File: config.mk
export PLATFORM = sky130hd
export DESIGN_NAME = pbd_datapath
export DESIGN_NICKNAME = d
export VERILOG_FILES = /design/src/hdl/pbd_pkg.sv /design/src/hdl/pbd_fifo.sv /design/src/hdl/pbd_datapath.sv
export SDC_FILE = /design/constraint.sdc
export NUM_CORES = 1
export LEC_CHECK = 0
export BUFFER_PORTS_ARGS = -buffer_cell sky130_fd_sc_hd__buf_2
export CAP_MARGIN = 15
export CORE_MARGIN = 2
export CORE_UTILIZATION = 35
export CTS_CLUSTER_DIAMETER = 60
export CTS_CLUSTER_SIZE = 8
export DETAILED_ROUTE_END_ITERATION = 12
export SYNTH_ARGS = -nofsm -noshare
export SYNTH_HDL_FRONTEND = slang
export SYNTH_SLANG_ARGS = --single-unit
File: constraint.sdc
create_clock -name ref_clk -period 8.8 [get_ports ref_clk]
set_input_delay 1.32 -clock ref_clk [delete_from_list [all_inputs] [get_ports ref_clk]]
set_output_delay 1.32 -clock ref_clk [all_outputs]
set_load 0.005 [all_outputs]
File: src/hdl/pbd_pkg.sv
// Shared constants and types for the programmable byte datapath
package pbd_pkg;

  // ------------------------------------------------------------------
  // Register byte addresses
  // ------------------------------------------------------------------
  localparam logic [7:0] OFS_A0     = 8'h00;
  localparam logic [7:0] OFS_A1     = 8'h04;
  localparam logic [7:0] OFS_D0     = 8'h08;
  localparam logic [7:0] OFS_D1     = 8'h0c;
  localparam logic [7:0] OFS_F0     = 8'h10;
  localparam logic [7:0] OFS_F1     = 8'h14;
  localparam logic [7:0] OFS_CTL    = 8'h18;
  localparam logic [7:0] OFS_MASK   = 8'h1c;
  localparam logic [7:0] OFS_POLY   = 8'h20;
  localparam logic [7:0] OFS_OUTSEL = 8'h24;
  localparam logic [7:0] OFS_STATUS = 8'h28;
  localparam logic [7:0] OFS_OPCFG  = 8'h40;  // 8 words, 0x40..0x5c

  // ------------------------------------------------------------------
  // Sizes and reset values
  // ------------------------------------------------------------------
  localparam int unsigned NUM_OPS   = 8;
  localparam int unsigned NUM_OUT   = 6;
  localparam int unsigned FIFO_DEP  = 4;
  localparam logic [2:0]  MSB_RST   = 3'h7;
  localparam logic [7:0]  AMASK_RST = 8'hff;
  localparam logic [7:0]  ONES8     = 8'hff;

  // Condition vector positions
  localparam int unsigned CN_CE0 = 0;
  localparam int unsigned CN_CL0 = 1;
  localparam int unsigned CN_Z0  = 2;
  localparam int unsigned CN_Z1  = 3;
  localparam int unsigned CN_FF0 = 4;
  localparam int unsigned CN_FF1 = 5;
  localparam int unsigned CN_CE1 = 6;
  localparam int unsigned CN_CL1 = 7;
  localparam int unsigned CN_OV  = 8;
  localparam int unsigned CN_CO  = 9;
  localparam int unsigned CN_SO  = 10;
  localparam int unsigned CN_F0E = 11;
  localparam int unsigned CN_F0F = 12;
  localparam int unsigned CN_F1E = 13;
  localparam int unsigned CN_F1F = 14;
  localparam int unsigned CN_FB  = 15;

  // ------------------------------------------------------------------
  // Types
  // ------------------------------------------------------------------
  typedef enum logic [2:0] {
    FN_PASS, FN_INC, FN_DEC, FN_ADD, FN_SUB, FN_XOR, FN_AND, FN_OR
  } pbd_func_t;

  typedef enum logic [1:0] {SH_NONE, SH_LEFT, SH_RIGHT, SH_SWAP} pbd_shift_t;

  // One operation word, picked each cycle by the routing inputs
  typedef struct packed {
    logic       f1_pop;     // load D1 from input fifo 1
    logic       f0_pop;     // load D0 from input fifo 0
    logic       f1_push;    // write result into output fifo 1
    logic       f0_push;    // write result into output fifo 0
    logic       sin_chain;  // serial in from neighbour, else routing
    logic       crc_en;     // left shift runs one crc/prs step
    logic [1:0] a1_wr;      // 0 keep, 1 result, 2 D1, 3 fifo 1
    logic [1:0] a0_wr;      // 0 keep, 1 result, 2 D0, 3 fifo 0
    logic [1:0] cin_sel;    // 0 zero, 1 routing, 2 saved, 3 neighbour
    pbd_shift_t shift;
    logic [1:0] srcb;       // 0 D0, 1 D1, 2 A0, 3 A1
    logic       srca;       // 0 A0, 1 A1
    pbd_func_t  func;
  } pbd_op_t;

  typedef struct packed {
    logic [1:0] cmp_pair;   // comparator operand pairing
    logic       chain_cond; // fold neighbour compare into ours
    logic       tmux;       // two register banks, alternate per step
    logic       f1_out;     // fifo 1 direction: 1 output, 0 input
    logic       f0_out;
    logic [2:0] msb;        // arithmetic/shift msb position
  } pbd_ctl_t;

  typedef struct packed {
    logic full;
    logic empty;
  } pbd_fifo_st_t;

endpackage

File: src/hdl/pbd_fifo.sv
// Four-byte fifo used in either direction by the datapath
`timescale 1ns/1ns
`default_nettype none
module pbd_fifo
  import pbd_pkg::*;
(
  input  wire logic         ref_clk,
  input  wire logic         rst,
  input  wire logic         push,
  input  wire logic [7:0]   push_data,
  input  wire logic         pop,
  output logic [7:0]        head,
  output pbd_fifo_st_t      status
);

  typedef struct packed {
    logic [FIFO_DEP-1:0][7:0] mem;
    logic [2:0]               wp;
    logic [2:0]               rp;
    logic [7:0]               last;
  } pbd_fifo_state_t;

  pbd_fifo_state_t st_ff;
  pbd_fifo_state_t nxt_st;

  // ------------------------------------------------------------------
  // Flags and head
  // ------------------------------------------------------------------
  assign status.empty = (st_ff.wp == st_ff.rp);
  assign status.full  = (st_ff.wp == (st_ff.rp ^ 3'h4));
  // Empty fifo keeps returning the last value read
  assign head = status.empty ? st_ff.last : st_ff.mem[st_ff.rp[1:0]];

  // ------------------------------------------------------------------
  // Next state
  // ------------------------------------------------------------------
  always_comb begin
    nxt_st = st_ff;
    // Write when full is dropped
    if (push && !status.full) begin
      nxt_st.mem[st_ff.wp[1:0]] = push_data;
      nxt_st.wp = st_ff.wp + 3'h1;
    end
    // Read when empty leaves pointers alone
    if (pop && !status.empty) begin
      nxt_st.last = st_ff.mem[st_ff.rp[1:0]];
      nxt_st.rp = st_ff.rp + 3'h1;
    end
    if (rst) begin
      nxt_st = '0;  // reset empties the fifo
    end
  end

  // Pointers move on rising edges only
  always_ff @(posedge ref_clk) begin
    st_ff <= nxt_st;
  end

endmodule // pbd_fifo
`default_nettype wire

File: src/hdl/pbd_datapath.sv
// Programmable byte datapath of a logic tile, with an APB register port
`timescale 1ns/1ns
`default_nettype none
module pbd_datapath
  import pbd_pkg::*;
(
  input  wire logic         ref_clk,
  input  wire logic         rst,
  // APB slave
  input  wire logic         psel,
  input  wire logic         penable,
  input  wire logic         pwrite,
  input  wire logic [7:0]   paddr,
  input  wire logic [31:0]  pwdata,
  output logic              pready,
  output logic [31:0]       prdata,
  output logic              pslverr,
  // Routing fabric: [2:0] op select, [3] serial in, [4] carry, [5] step
  input  wire logic [5:0]   route_in,
  output logic [5:0]        route_out,
  // Neighbour chain, lower-order side in, higher-order side out
  input  wire logic         chain_ci,
  input  wire logic         chain_si,
  input  wire logic         chain_eq_in,
  input  wire logic         chain_lt_in,
  output logic              chain_co,
  output logic              chain_so,
  output logic              chain_eq,
  output logic              chain_lt
);

  typedef struct packed {
    logic [1:0][1:0][7:0]      acc;     // [bank][A0/A1]
    logic [1:0][7:0]           dreg;
    logic [1:0]                co;      // saved carry per bank
    logic [1:0]                so;      // saved shift-out per bank
    logic                      bank;
    logic [NUM_OPS-1:0]        [19:0] opcfg;
    pbd_ctl_t                  ctl;
    logic [7:0]                amask;
    logic [7:0]                omask;
    logic [1:0][7:0]           cmask;
    logic [7:0]                poly;
    logic [NUM_OUT-1:0][3:0]   outsel;
    logic [1:0]                rd_pop;  // bus read will pop fifo
    logic [5:0]                rout;
    logic [3:0]                chn;     // co, so, eq, lt
    logic                      rdy;
    logic [31:0]               rdat;
    logic                      err;
  } pbd_state_t;
  pbd_state_t   st_ff;
  pbd_state_t   nxt_st;
  logic [1:0]   f_push;
  logic [1:0]   f_pop;
  logic [1:0][7:0] f_wdata;
  logic [1:0][7:0] f_head;
  pbd_fifo_st_t [1:0] f_st;
  logic [1:0]   f_out;

  // ------------------------------------------------------------------
  // Two fifos, direction per fifo
  // ------------------------------------------------------------------
  assign f_out = {st_ff.ctl.f1_out, st_ff.ctl.f0_out};

  for (genvar gi = 0; gi < 2; gi++) begin : g_fifo
    pbd_fifo u_fifo (
      .ref_clk   (ref_clk),
      .rst       (rst),
      .push      (f_push[gi]),
      .push_data (f_wdata[gi]),
      .pop       (f_pop[gi]),
      .head      (f_head[gi]),
      .status    (f_st[gi])
    );
  end

  // ------------------------------------------------------------------
  // Datapath step, condition generation and register port
  // ------------------------------------------------------------------
  always_comb begin
    pbd_op_t     op;
    logic        bk, step, cin, sin, co, so, ov, fb;
    logic        eq0, lt0, eq1, lt1, acc_ph, done, hit;
    logic [7:0]  a0, a1, wmask, mbit, opa, opb;
    logic [7:0]  res, sh, fin, c0b, c1a;
    logic [8:0]  sum;
    logic [15:0] cond;
    logic [4:0]  widx;
    logic [31:0] rd;
    nxt_st = st_ff;
    op     = pbd_op_t'(st_ff.opcfg[route_in[2:0]]);
    step   = route_in[5];
    bk     = st_ff.bank;
    a0     = st_ff.acc[bk][0];
    a1     = st_ff.acc[bk][1];
    f_push  = 2'b00;
    f_pop   = 2'b00;
    f_wdata = '0;
    // Width of arithmetic set by the msb position
    wmask = ONES8 >> (3'h7 - st_ff.ctl.msb);
    mbit  = 8'h01 << st_ff.ctl.msb;
    opa   = (op.srca ? a1 : a0) & wmask;
    case (op.srcb)
      2'h0:    opb = st_ff.dreg[0];
      2'h1:    opb = st_ff.dreg[1];
      2'h2:    opb = a0;
      default: opb = a1;
    endcase
    opb = opb & wmask;
    // Carry in: zero, routing carry, saved carry or neighbour carry
    case (op.cin_sel)
      2'h0:    cin = 1'b0;
      2'h1:    cin = route_in[4];
      2'h2:    cin = st_ff.co[bk];
      default: cin = chain_ci;
    endcase
    sin = op.sin_chain ? chain_si : route_in[3];
    // ALU
    case (op.func)
      FN_PASS: sum = {1'b0, opa};
      FN_INC:  sum = {1'b0, opa} + 9'h001;
      FN_DEC:  sum = {1'b0, opa} - 9'h001;
      FN_ADD:  sum = {1'b0, opa} + {1'b0, opb} + {8'h00, cin};
      FN_SUB:  sum = {1'b0, opa} - {1'b0, opb} - {8'h00, cin};
      FN_XOR:  sum = {1'b0, opa ^ opb};
      FN_AND:  sum = {1'b0, opa & opb};
      default: sum = {1'b0, opa | opb};
    endcase
    co  = sum[{1'b0, st_ff.ctl.msb} + 4'h1];  // carry above the msb
    res = sum[7:0] & wmask & st_ff.amask;     // output masking
    // Signed overflow at the msb
    ov = 1'b0;
    if (op.func == FN_ADD) begin
      ov = (opa[st_ff.ctl.msb] == opb[st_ff.ctl.msb]) &&
           (res[st_ff.ctl.msb] != opa[st_ff.ctl.msb]);
    end else if (op.func == FN_SUB) begin
      ov = (opa[st_ff.ctl.msb] != opb[st_ff.ctl.msb]) &&
           (res[st_ff.ctl.msb] != opa[st_ff.ctl.msb]);
    end
    // Shifter, crc/prs step and OR mask, after the ALU
    fb = res[st_ff.ctl.msb] ^ sin;
    so = 1'b0;
    case (op.shift)
      SH_LEFT: begin
        so = res[st_ff.ctl.msb];
        if (op.crc_en) begin
          // One lfsr step per datapath step; sin from neighbour widens it
          sh = ({res[6:0], 1'b0} & wmask) ^
               (fb ? (st_ff.poly & wmask) : 8'h00);
        end else begin
          sh = {res[6:0], sin} & wmask;
        end
      end
      SH_RIGHT: begin
        so = res[0];
        sh = (res >> 1) | (sin ? mbit : 8'h00);
      end
      SH_SWAP: sh = {res[3:0], res[7:4]};
      default: sh = res;
    endcase
    fin = sh | st_ff.omask;
    // Masked comparators, selectable pairings
    c0b = st_ff.ctl.cmp_pair[0] ? a1 : st_ff.dreg[0];
    c1a = st_ff.ctl.cmp_pair[1] ? a0 : a1;
    eq0 = (a0 & st_ff.cmask[0]) == (c0b & st_ff.cmask[0]);
    lt0 = (a0 & st_ff.cmask[0]) <  (c0b & st_ff.cmask[0]);
    eq1 = (c1a & st_ff.cmask[1]) == (st_ff.dreg[1] & st_ff.cmask[1]);
    lt1 = (c1a & st_ff.cmask[1]) <  (st_ff.dreg[1] & st_ff.cmask[1]);
    // Fold lower-order neighbour compare into ours
    if (st_ff.ctl.chain_cond) begin
      lt0 = lt0 | (eq0 & chain_lt_in);
      eq0 = eq0 & chain_eq_in;
    end
    // Condition vector
    cond         = '0;
    cond[CN_CE0] = eq0;
    cond[CN_CL0] = lt0;
    cond[CN_Z0]  = (a0 & wmask) == 8'h00;
    cond[CN_Z1]  = (a1 & wmask) == 8'h00;
    cond[CN_FF0] = (a0 & wmask) == wmask;
    cond[CN_FF1] = (a1 & wmask) == wmask;
    cond[CN_CE1] = eq1;
    cond[CN_CL1] = lt1;
    cond[CN_OV]  = ov;
    cond[CN_CO]  = st_ff.co[bk];
    cond[CN_SO]  = st_ff.so[bk];
    cond[CN_F0E] = f_st[0].empty;
    cond[CN_F0F] = f_st[0].full;
    cond[CN_F1E] = f_st[1].empty;
    cond[CN_F1F] = f_st[1].full;
    cond[CN_FB]  = fb;
    // Six routing outputs, each picks one condition
    for (int i = 0; i < NUM_OUT; i++) begin
      nxt_st.rout[i] = cond[st_ff.outsel[i]];
    end
    nxt_st.chn = {co, so, eq0, lt0};  // to higher neighbour
    // Accumulators and saved carry/shift-out on a step
    if (step) begin
      case (op.a0_wr)
        2'h1:    nxt_st.acc[bk][0] = fin;
        2'h2:    nxt_st.acc[bk][0] = st_ff.dreg[0];
        2'h3:    nxt_st.acc[bk][0] = f_head[0];
        default: nxt_st.acc[bk][0] = a0;
      endcase
      case (op.a1_wr)
        2'h1:    nxt_st.acc[bk][1] = fin;
        2'h2:    nxt_st.acc[bk][1] = st_ff.dreg[1];
        2'h3:    nxt_st.acc[bk][1] = f_head[1];
        default: nxt_st.acc[bk][1] = a1;
      endcase
      nxt_st.co[bk] = co;
      nxt_st.so[bk] = so;
      if (st_ff.ctl.tmux) begin
        nxt_st.bank = ~bk;  // alternate register banks
      end
      // Datapath side of each fifo
      f_push  = f_out & {op.f1_push, op.f0_push};
      f_pop   = ~f_out & ({op.f1_pop, op.f0_pop} |
                          {op.a1_wr == 2'h3, op.a0_wr == 2'h3});
      f_wdata = {fin, fin};
      if (!f_out[0] && op.f0_pop) begin
        nxt_st.dreg[0] = f_head[0];
      end
      if (!f_out[1] && op.f1_pop) begin
        nxt_st.dreg[1] = f_head[1];
      end
    end
    // APB: one wait state, answer registered, effect at completion
    acc_ph = psel && penable;
    done   = acc_ph && st_ff.rdy;
    widx   = paddr[6:2];
    hit    = (paddr[1:0] == 2'b00) &&
             ((paddr <= OFS_STATUS) ||
              ((paddr >= OFS_OPCFG) && (paddr[7:5] == 3'h2)));
    case (paddr)
      OFS_A0:     rd = {24'h0, st_ff.acc[0][0]};
      OFS_A1:     rd = {24'h0, st_ff.acc[0][1]};
      OFS_D0:     rd = {24'h0, st_ff.dreg[0]};
      OFS_D1:     rd = {24'h0, st_ff.dreg[1]};
      OFS_F0:     rd = {24'h0, f_head[0]};
      OFS_F1:     rd = {24'h0, f_head[1]};
      OFS_CTL:    rd = {23'h0, st_ff.ctl};
      OFS_MASK:   rd = {st_ff.cmask, st_ff.omask, st_ff.amask};
      OFS_POLY:   rd = {24'h0, st_ff.poly};
      OFS_OUTSEL: rd = {8'h0, st_ff.outsel};
      OFS_STATUS: rd = {15'h0, st_ff.bank, cond};
      default:    rd = (hit ? {12'h0, st_ff.opcfg[widx[2:0]]} : 32'h0);
    endcase
    nxt_st.rdy = acc_ph && !st_ff.rdy;
    nxt_st.rdat = 32'h0;  // answer stands one cycle only
    nxt_st.err  = 1'b0;
    if (acc_ph && !st_ff.rdy) begin
      nxt_st.rdat   = pwrite ? 32'h0 : rd;
      nxt_st.err    = !hit;
      nxt_st.rd_pop = {!pwrite && f_out[1] && !f_st[1].empty &&
                       (paddr == OFS_F1),
                       !pwrite && f_out[0] && !f_st[0].empty &&
                       (paddr == OFS_F0)};
    end
    if (done) begin
      nxt_st.rd_pop = 2'b00;
      // Bus side of each fifo
      f_pop = f_pop | st_ff.rd_pop;
      if (pwrite && (paddr == OFS_F0) && !f_out[0]) begin
        f_push[0]  = 1'b1;
        f_wdata[0] = pwdata[7:0];
      end
      if (pwrite && (paddr == OFS_F1) && !f_out[1]) begin
        f_push[1]  = 1'b1;
        f_wdata[1] = pwdata[7:0];
      end
      if (pwrite) begin
        case (paddr)
          OFS_A0:     nxt_st.acc[0][0] = pwdata[7:0];
          OFS_A1:     nxt_st.acc[0][1] = pwdata[7:0];
          OFS_D0:     nxt_st.dreg[0]   = pwdata[7:0];
          OFS_D1:     nxt_st.dreg[1]   = pwdata[7:0];
          OFS_CTL:    nxt_st.ctl       = pbd_ctl_t'(pwdata[8:0]);
          OFS_MASK:   {nxt_st.cmask, nxt_st.omask, nxt_st.amask} = pwdata;
          OFS_POLY:   nxt_st.poly      = pwdata[7:0];
          OFS_OUTSEL: nxt_st.outsel    = pwdata[23:0];
          default: begin
            if (hit && (paddr >= OFS_OPCFG)) begin
              nxt_st.opcfg[widx[2:0]] = pwdata[19:0];
            end
          end
        endcase
      end
    end
    // Reset clears accumulators and defaults the configuration
    if (rst) begin
      nxt_st           = '0;
      nxt_st.ctl.msb   = MSB_RST;
      nxt_st.amask     = AMASK_RST;
    end
  end
  // State register, rising edge only
  always_ff @(posedge ref_clk) begin
    st_ff <= nxt_st;
  end

  // ------------------------------------------------------------------
  // Outputs straight from the state register
  // ------------------------------------------------------------------
  assign pready    = st_ff.rdy;
  assign prdata    = st_ff.rdat;
  assign pslverr   = st_ff.err;
  assign route_out = st_ff.rout;
  assign chain_co  = st_ff.chn[3];
  assign chain_so  = st_ff.chn[2];
  assign chain_eq  = st_ff.chn[1];
  assign chain_lt  = st_ff.chn[0];

endmodule // pbd_datapath
`default_nettype wire

# Word-level counts from Yosys, hierarchy flattened
# Cells that the tools add are included.
[word_totals]
reg_bits = 424
out_inout_bits = 44
in_bits = 55
word_cells = 322
[classes]
n_bitwise = 33
reduce_logical = 55
n_addsub = 12
n_mux = 102
eq_ne = 41
shifts = 2
order_cmp = 23
[op_table]
columns = ["operator", "n"]
rows = [
  ["$pmux W32 S11", 1],
  ["$bwmux W32", 10],
  ["$pmux W32 S3", 2],
  ["$mux W8", 21],
  ["$bwmux W160", 1],
  ["$bmux W20 S3", 2],
  ["$and A8 B8 Y8", 14],
  ["$mux W32", 3],
  ["$mux W16", 5],
  ["$mux W20", 4],
  ["$pmux W9 S7", 1],
  ["$demux W20 S3", 1],
  ["$pmux W8 S3", 2],
  ["$mux W37", 1],
  ["$lt A4 B5 Y1 const B", 7],
  ["$bmux W8 S2", 2],
  ["$demux W16 S1", 2],
  ["$demux W8 S2", 2],
  ["$eq A8 B5 Y1 const B", 4],
  ["$eq A8 B8 Y1", 4],
  ["$bmux W1 S4", 7],
  ["$logic_and A1 B1 Y1", 28],
  ["$eq A8 B6 Y1 const B", 3],
  ["$logic_not A8 Y1", 3],
  ["other kinds (57)", 138],
]

# Longest topological paths before layout
[logic_depth]
ltp_word = 27
ltp_mapped = 28
mapped_depth_nobuf = 22

# By module
# From an unflattened synthesis, not the netlist that was laid out.
[unflattened]
hier_cells = 3078
area_unflattened_um2 = 26450.4
[modules_own_cells]
columns = ["mod", "cells_each", "seq_area_each_um2", "n_inst", "area_each_um2"]
rows = [
  ["pbd_datapath", 2652, 6646.4, 1, 21453.1],
  ["pbd_fifo", 213, 920.9, 2, 2498.6],
]

# Worst setup path after synthesis
# No wires, ideal clock.
[synth_path]
path_kind = "in2reg"
start = "in route_in[0]"
end = "reg g_fifo[1].u_fifo.st_ff[24] in the netlist's numbering"
path_buffers = 6
t_required_ns = 8.672
cell_stages = 26
path_slack_ns = 1.310
setup_ns = 0.128
arrival_ns = 7.361
cell_sequence = "buf_6 -> buf_12 -> buf_2 -> buf_2 -> buf_2 -> mux4_2 -> mux2i_1 -> mux2i_1 -> o2bb2ai_1 -> inv_1 -> fa_1 -> fa_1 -> nor2b_1 -> o21ai_0 -> o21a_1 -> or3_1 -> o2111a_1 -> o41ai_2 -> o211ai_2 -> a221o_1 -> a21oi_4 -> a211oi_1 -> or4b_1 -> buf_2 -> a22oi_4 -> a21oi_2"
[synth_via]
elab_chain_len = 22
elab_cells_between_ends = 57
[synth_lines]
columns = ["element", "line", "source"]
rows = [
  ["start: declaration", "pbd_datapath.sv:19", "input wire logic [5:0] route_in,"],
  ["$bmux W20 S3 *", "pbd_datapath.sv:92", "op = pbd_op_t'(st_ff.opcfg[route_in[2:0]]);"],
  ["$mux W20 (implied by the code) *", "pbd_datapath.sv:92", ""],
  ["$eq A2 B2 Y1 (tied with other cells)", "pbd_datapath.sv:104", "case (op.srcb)"],
  ["$pmux W8 S3", "pbd_datapath.sv:104", ""],
  ["$and A8 B8 Y8", "pbd_datapath.sv:110", "opb = opb & wmask;"],
  ["$sub A8 B8 Y9 or $add A8 B8 Y9 (tied branches)", "pbd_datapath.sv:125, pbd_datapath.sv:124", ""],
  ["$sub A9 B1 Y9 or $add A9 B1 Y9 (tied branches)", "pbd_datapath.sv:125, pbd_datapath.sv:124", ""],
  ["$pmux W9 S7", "pbd_datapath.sv:120", "case (op.func)"],
  ["[... 6 more ...]", "--", ""],
  ["$xor A8 B8 Y8", "pbd_datapath.sv:149", "sh = ({res[6:0], 1'b0} & wmask) ^"],
  ["$mux W8", "pbd_datapath.sv:147", "if (op.crc_en) begin"],
  ["$pmux W8 S3", "pbd_datapath.sv:144", "case (op.shift)"],
  ["$or A8 B8 Y8", "pbd_datapath.sv:162", "fin = sh | st_ff.omask;"],
  ["$mux W16", "pbd_datapath.sv:199", "if (step) begin"],
  ["$mux W8", "pbd_datapath.sv:269", "if (pwrite && (paddr == OFS_F1) && !f_out[1]) begin"],
  ["$mux W16", "pbd_datapath.sv:261", "if (done) begin"],
  ["$bwmux W32", "pbd_fifo.sv:41", "nxt_st.mem[st_ff.wp[1:0]] = push_data;"],
  ["end signal: assignment", "pbd_fifo.sv:56", "st_ff <= nxt_st;"],
  ["end: declaration", "pbd_fifo.sv:23", "pbd_fifo_state_t st_ff;"],
]
# Every way passes the cells marked *; elsewhere a longest branch is shown, timed or not. The select of a mux whose other input is x is not followed.
# A chain may end at the register's enable or synchronous reset.

# Worst setup path after layout
[layout_path]
start = "in route_in[1]"
end = "reg g_fifo[0].u_fifo.st_ff[14] in the netlist's numbering"
[layout_via]
elab_chain_len = 22
elab_cells_between_ends = 56
[layout_lines]
columns = ["element", "line", "source"]
rows = [
  ["$bmux W20 S3 *", "pbd_datapath.sv:92", ""],
  ["$mux W20 (implied by the code) *", "pbd_datapath.sv:92", ""],
  ["$eq A2 B2 Y1 (tied with other cells)", "pbd_datapath.sv:104", ""],
  ["$pmux W8 S3", "pbd_datapath.sv:104", ""],
  ["$and A8 B8 Y8", "pbd_datapath.sv:110", ""],
  ["$sub A8 B8 Y9 or $add A8 B8 Y9 (tied branches)", "pbd_datapath.sv:125, pbd_datapath.sv:124", ""],
  ["$sub A9 B1 Y9 or $add A9 B1 Y9 (tied branches)", "pbd_datapath.sv:125, pbd_datapath.sv:124", ""],
  ["$pmux W9 S7", "pbd_datapath.sv:120", ""],
  ["[... 6 more ...]", "--", ""],
  ["$xor A8 B8 Y8", "pbd_datapath.sv:149", ""],
  ["$mux W8", "pbd_datapath.sv:147", ""],
  ["$pmux W8 S3", "pbd_datapath.sv:144", ""],
  ["$or A8 B8 Y8", "pbd_datapath.sv:162", ""],
  ["$mux W16", "pbd_datapath.sv:199", ""],
  ["$mux W8", "pbd_datapath.sv:265", "if (pwrite && (paddr == OFS_F0) && !f_out[0]) begin"],
  ["$mux W16", "pbd_datapath.sv:261", ""],
  ["$bwmux W32", "pbd_fifo.sv:41", ""],
  ["end signal: assignment", "pbd_fifo.sv:56", ""],
  ["end: declaration", "pbd_fifo.sv:23", ""],
]
# Marked as above.

==> flow_summary.json <==
{
  "drive_above_1_share_pct": 14.9,
  "setup_slack_ns": 1.27,
  "layout.cells.non_filler": 4016,
  "rr_worst_depth": 21,
  "die_y_um": 275,
  "synth-seq-cells": 424,
  "grt_pass1_vias": 22400,
  "path_clk_slew_ns": 0.05,
  "synthCells": 3101,
  "synthFlopType": "dfxtp_1",
  "drt_pass1_iterations": 8,
  "preCtsSetupSlack_ns": 0.898,
  "drc": 0,
  "yosysUniqueCellTypes": 92,
  "peakVddDrop_mv": 0.122,
  "fin_crit_ns": 7.53,
  "fin_crit_sh_pct": 85.6,
  "critPathMaxFanout": 36,
  "p_clk_share_pct": 53.6,
  "syn_area_mm2": 0.0257,
  "cellLeakagePower_nw": 10.2,
  "drt_wl_total_um": 98900,
  "grtUsageTotal_pct": 25.8,
  "cts_tree": "yes",
  "final_area_mm2": 0.0285,
  "clk_path_buf_depth": 3,
  "switching_power_mw": 1.12,
  "synth_edf_count": 0,
  "num_vias": 24200,
  "clock_skew_ns": 0.0576,
  "arrival_ns": 8.04,
  "cts_setup_buffers": 0,
  "drtIter0Drc": 2885,
  "cts_sinks": 424,
  "synth_async_sr_flop_share_pct": 0,
  "slew_viol_final": 0,
  "slowest_delay_ns": 0.83,
  "seq_power_share_pct": 42.6,
  "gp_congestion": 0.984,
  "worstReg2RegStart": "st_ff[110]$_SDFFE_PP1P_",
  "grt-ovfl-total": 0,
  "cts_buffers": 68,
  "power_density_mw_per_mm2": 158,
  "grt_pass1_wl_um": 147000,
  "crit_path_start_kind": "primary input",
  "dp_hpwl_um": 68800,
  "finalSetupViolations": 0,
  "fillers": 7329,
  "cts_root_buf": "clkbuf_16",
  "total_power_mw": 4.52,
  "portBuffers": 98,
  "syn_area_per_cell_um2": 8.27,
  "crit_path_cell_trace": "buf_2 -> buf_4 -> mux4_2 -> mux2i_1 -> mux2i_1 -> o2bb2ai_1 -> inv_1 -> fa_1 -> fa_1 -> nor2b_1 -> o21ai_0 -> o21a_1 -> or3_1 -> o2111a_1 -> o41ai_2 -> o211ai_2 -> a221oi_2 -> o21ai_1 -> a211oi_1 -> o21ai_0 -> nor2_1 -> nor2_1",
  "internal_power_mw": 3.40,
  "criticalPathCategory": "primary input to flip-flop",
  "cp.required_ns": 9.30,
  "cts.htree.levels": 3,
  "via_per_inst": 6.02,
  "cp-startpoint": "route_in[1]",
  "worst_pin_slew_ns": 1.37,
  "yosysSeqAreaShare_pct": 33.1,
  "final_common_cell": "nand2_1",
  "outcome": "finished clean",
  "layout_common_cells": "630 x nand2_1, 423 x dfxtp_1, 373 x a21oi_1",
  "synth_nets": 3231,
  "die_x_um": 275,
  "antenna_found_initial": 5,
  "grt_max_degree": 227,
  "max_freq_mhz": 133,
  "finalSetupTns_ns": 0,
  "crit_path_end_kind": "flip-flop",
  "r2r_setup_slack_ns": 1.62,
  "syn_to_final_growth_pct": 11.2,
  "rsz0062_at_grt": "no",
  "ant_nets": 0,
  "crit_slowest_cell": "a211oi_1",
  "start_util_pct": 35.3,
  "slew_headroom_pct": 8.55,
  "dpl_cell_area_mm2": 0.0265,
  "cp-endpoint": "g_fifo[0].u_fifo.st_ff[14]$_SDFFE_PP0P_",
  "insertion_delay_ns": 0.65,
  "worstHoldPathType": "flip-flop to flip-flop",
  "hold_viol_final": 0,
  "regToRegEndpoint": "g_fifo[0].u_fifo.st_ff[14]$_SDFFE_PP0P_",
  "nets": 3166,
  "drv_cap": 0,
  "design.core.area_mm2": 0.0727,
  "design.die.area_mm2": 0.0755,
  "timing.hold.ws_ns": 0.461,
  "swShare_pct": 24.7,
  "dp.cells": 3923,
  "ctsHoldBuffers": 0,
  "wl_per_cell_um": 24.6,
  "final_util_pct": 39.2,
  "design.portCount": 99,
  "yosys_warnings": 0,
  "pwr-share-comb_pct": 3.8,
  "rows": 99,
  "ctsResizeCount": 0
}
## logic make-up after synthesis
kind of cell | count (synthesis) | synth area share [%]
fa+ha+maj | 75 | 3.78
buf+inv | 337 | 5.76
flops | 424 | 33.1
mux | 270 | 17.2
simple gates | 1140 | 19.1
xor+xnor | 27 | 0.922
compound gates | 828 | 20.2
## worst min-delay path by stage
stage,from,end,slack [ns],cells after the start
final,st_ff[280]$_SDFFE_PP0P_,st_ff[280]$_SDFFE_PP0P_,0.46,2
after CTS,st_ff[282]$_SDFFE_PP0P_,st_ff[282]$_SDFFE_PP0P_,0.46,2
after global placement,st_ff[282]$_SDFFE_PP0P_,st_ff[282]$_SDFFE_PP0P_,0.44,2
after floorplan,st_ff[283]$_SDFFE_PP0P_,st_ff[283]$_SDFFE_PP0P_,0.43,2
after detailed placement,st_ff[282]$_SDFFE_PP0P_,st_ff[282]$_SDFFE_PP0P_,0.45,2
after global routing,st_ff[162]$_SDFFE_PP0P_,st_ff[162]$_SDFFE_PP0P_,0.48,2
## critical path: cells and delay by family
family	cells	cell delay, ns
and+or+nand+nor	4	0.73
adders and majority gates	2	0.96
buffers and inverters	3	0.84
AOI/OAI and AO/OA	10	3.39
muxes	3	0.75
## flip-flops by register name, summed over array words and instances, names as in the netlist, named ones only
| register | cells |
|---|---|
| st_ff | 278 |
| chain_so | 1 |
| route_out | 6 |
| chain_lt | 1 |
| pready | 1 |
| g_fifo.u_fifo.st_ff | 92 |
| f_out | 2 |
| chain_eq | 1 |
| prdata | 32 |
| pslverr | 1 |
| chain_co | 1 |
## per-layer routing
layer	global-route usage, %	routed length (µm)	share of wire, %	vias to the layer above
met5	0	48	0.049	-
met4	12.4	5050	5.1	8
met3	6.76	11400	12	292
met2	37.3	41000	41	1405
met1	35.7	41500	42	11500
li1	-	-	-	11000
## power groups by stage
stage / clock network, mW / logic (mW) / registers (mW)
floorplan: 0 / 0.105 / 1.96
global placement: 0 / 0.168 / 1.97
detailed placement: 0 / 0.168 / 1.97
CTS: 2.45 / 0.168 / 1.93
global route: 2.52 / 0.178 / 1.93
finish: 2.42 / 0.171 / 1.93
## cells in the mapped netlist (all sizes together), types with 10 or more instances
library cell  count  area (µm²)
nand2           631        2370
or3              14        87.6
a221oi           18         164
o211a            19         190
xor2             13         114
nor2b            18         113
and2             30         188
dfxtp           424        8490
a31oi            24         156
mux2i           106        1100
mux4            127        2880
o21ai           141         709
a211oi           45         353
ha               71         888
nand3            52         260
o221ai           10        87.6
nand2b           31         201
a21oi           382        1950
nor2            233         877
mux2             37         424
o21a             15         113
o22ai            45         282
and3             16         100
xnor2            14         123
a22oi            27         230
buf              83         523
nand4            17         106
o211ai           30         244
inv              53         199
clkbuf          199         747
nor3             54         282
nor4             12        75.1
## area by class of cell
class,count,area (µm²),area share [%]
inverters,55,206,0.724
clock inverters,17,264,0.925
clock buffers,72,1720,6.02
well taps,959,1200,4.21
flip-flops and latches,424,8490,29.8
repair buffers,147,890,3.12
multi-input cells,2340,15800,55.2
diodes,2,5.00,0.0175
(Power assumes the default switching activity.)
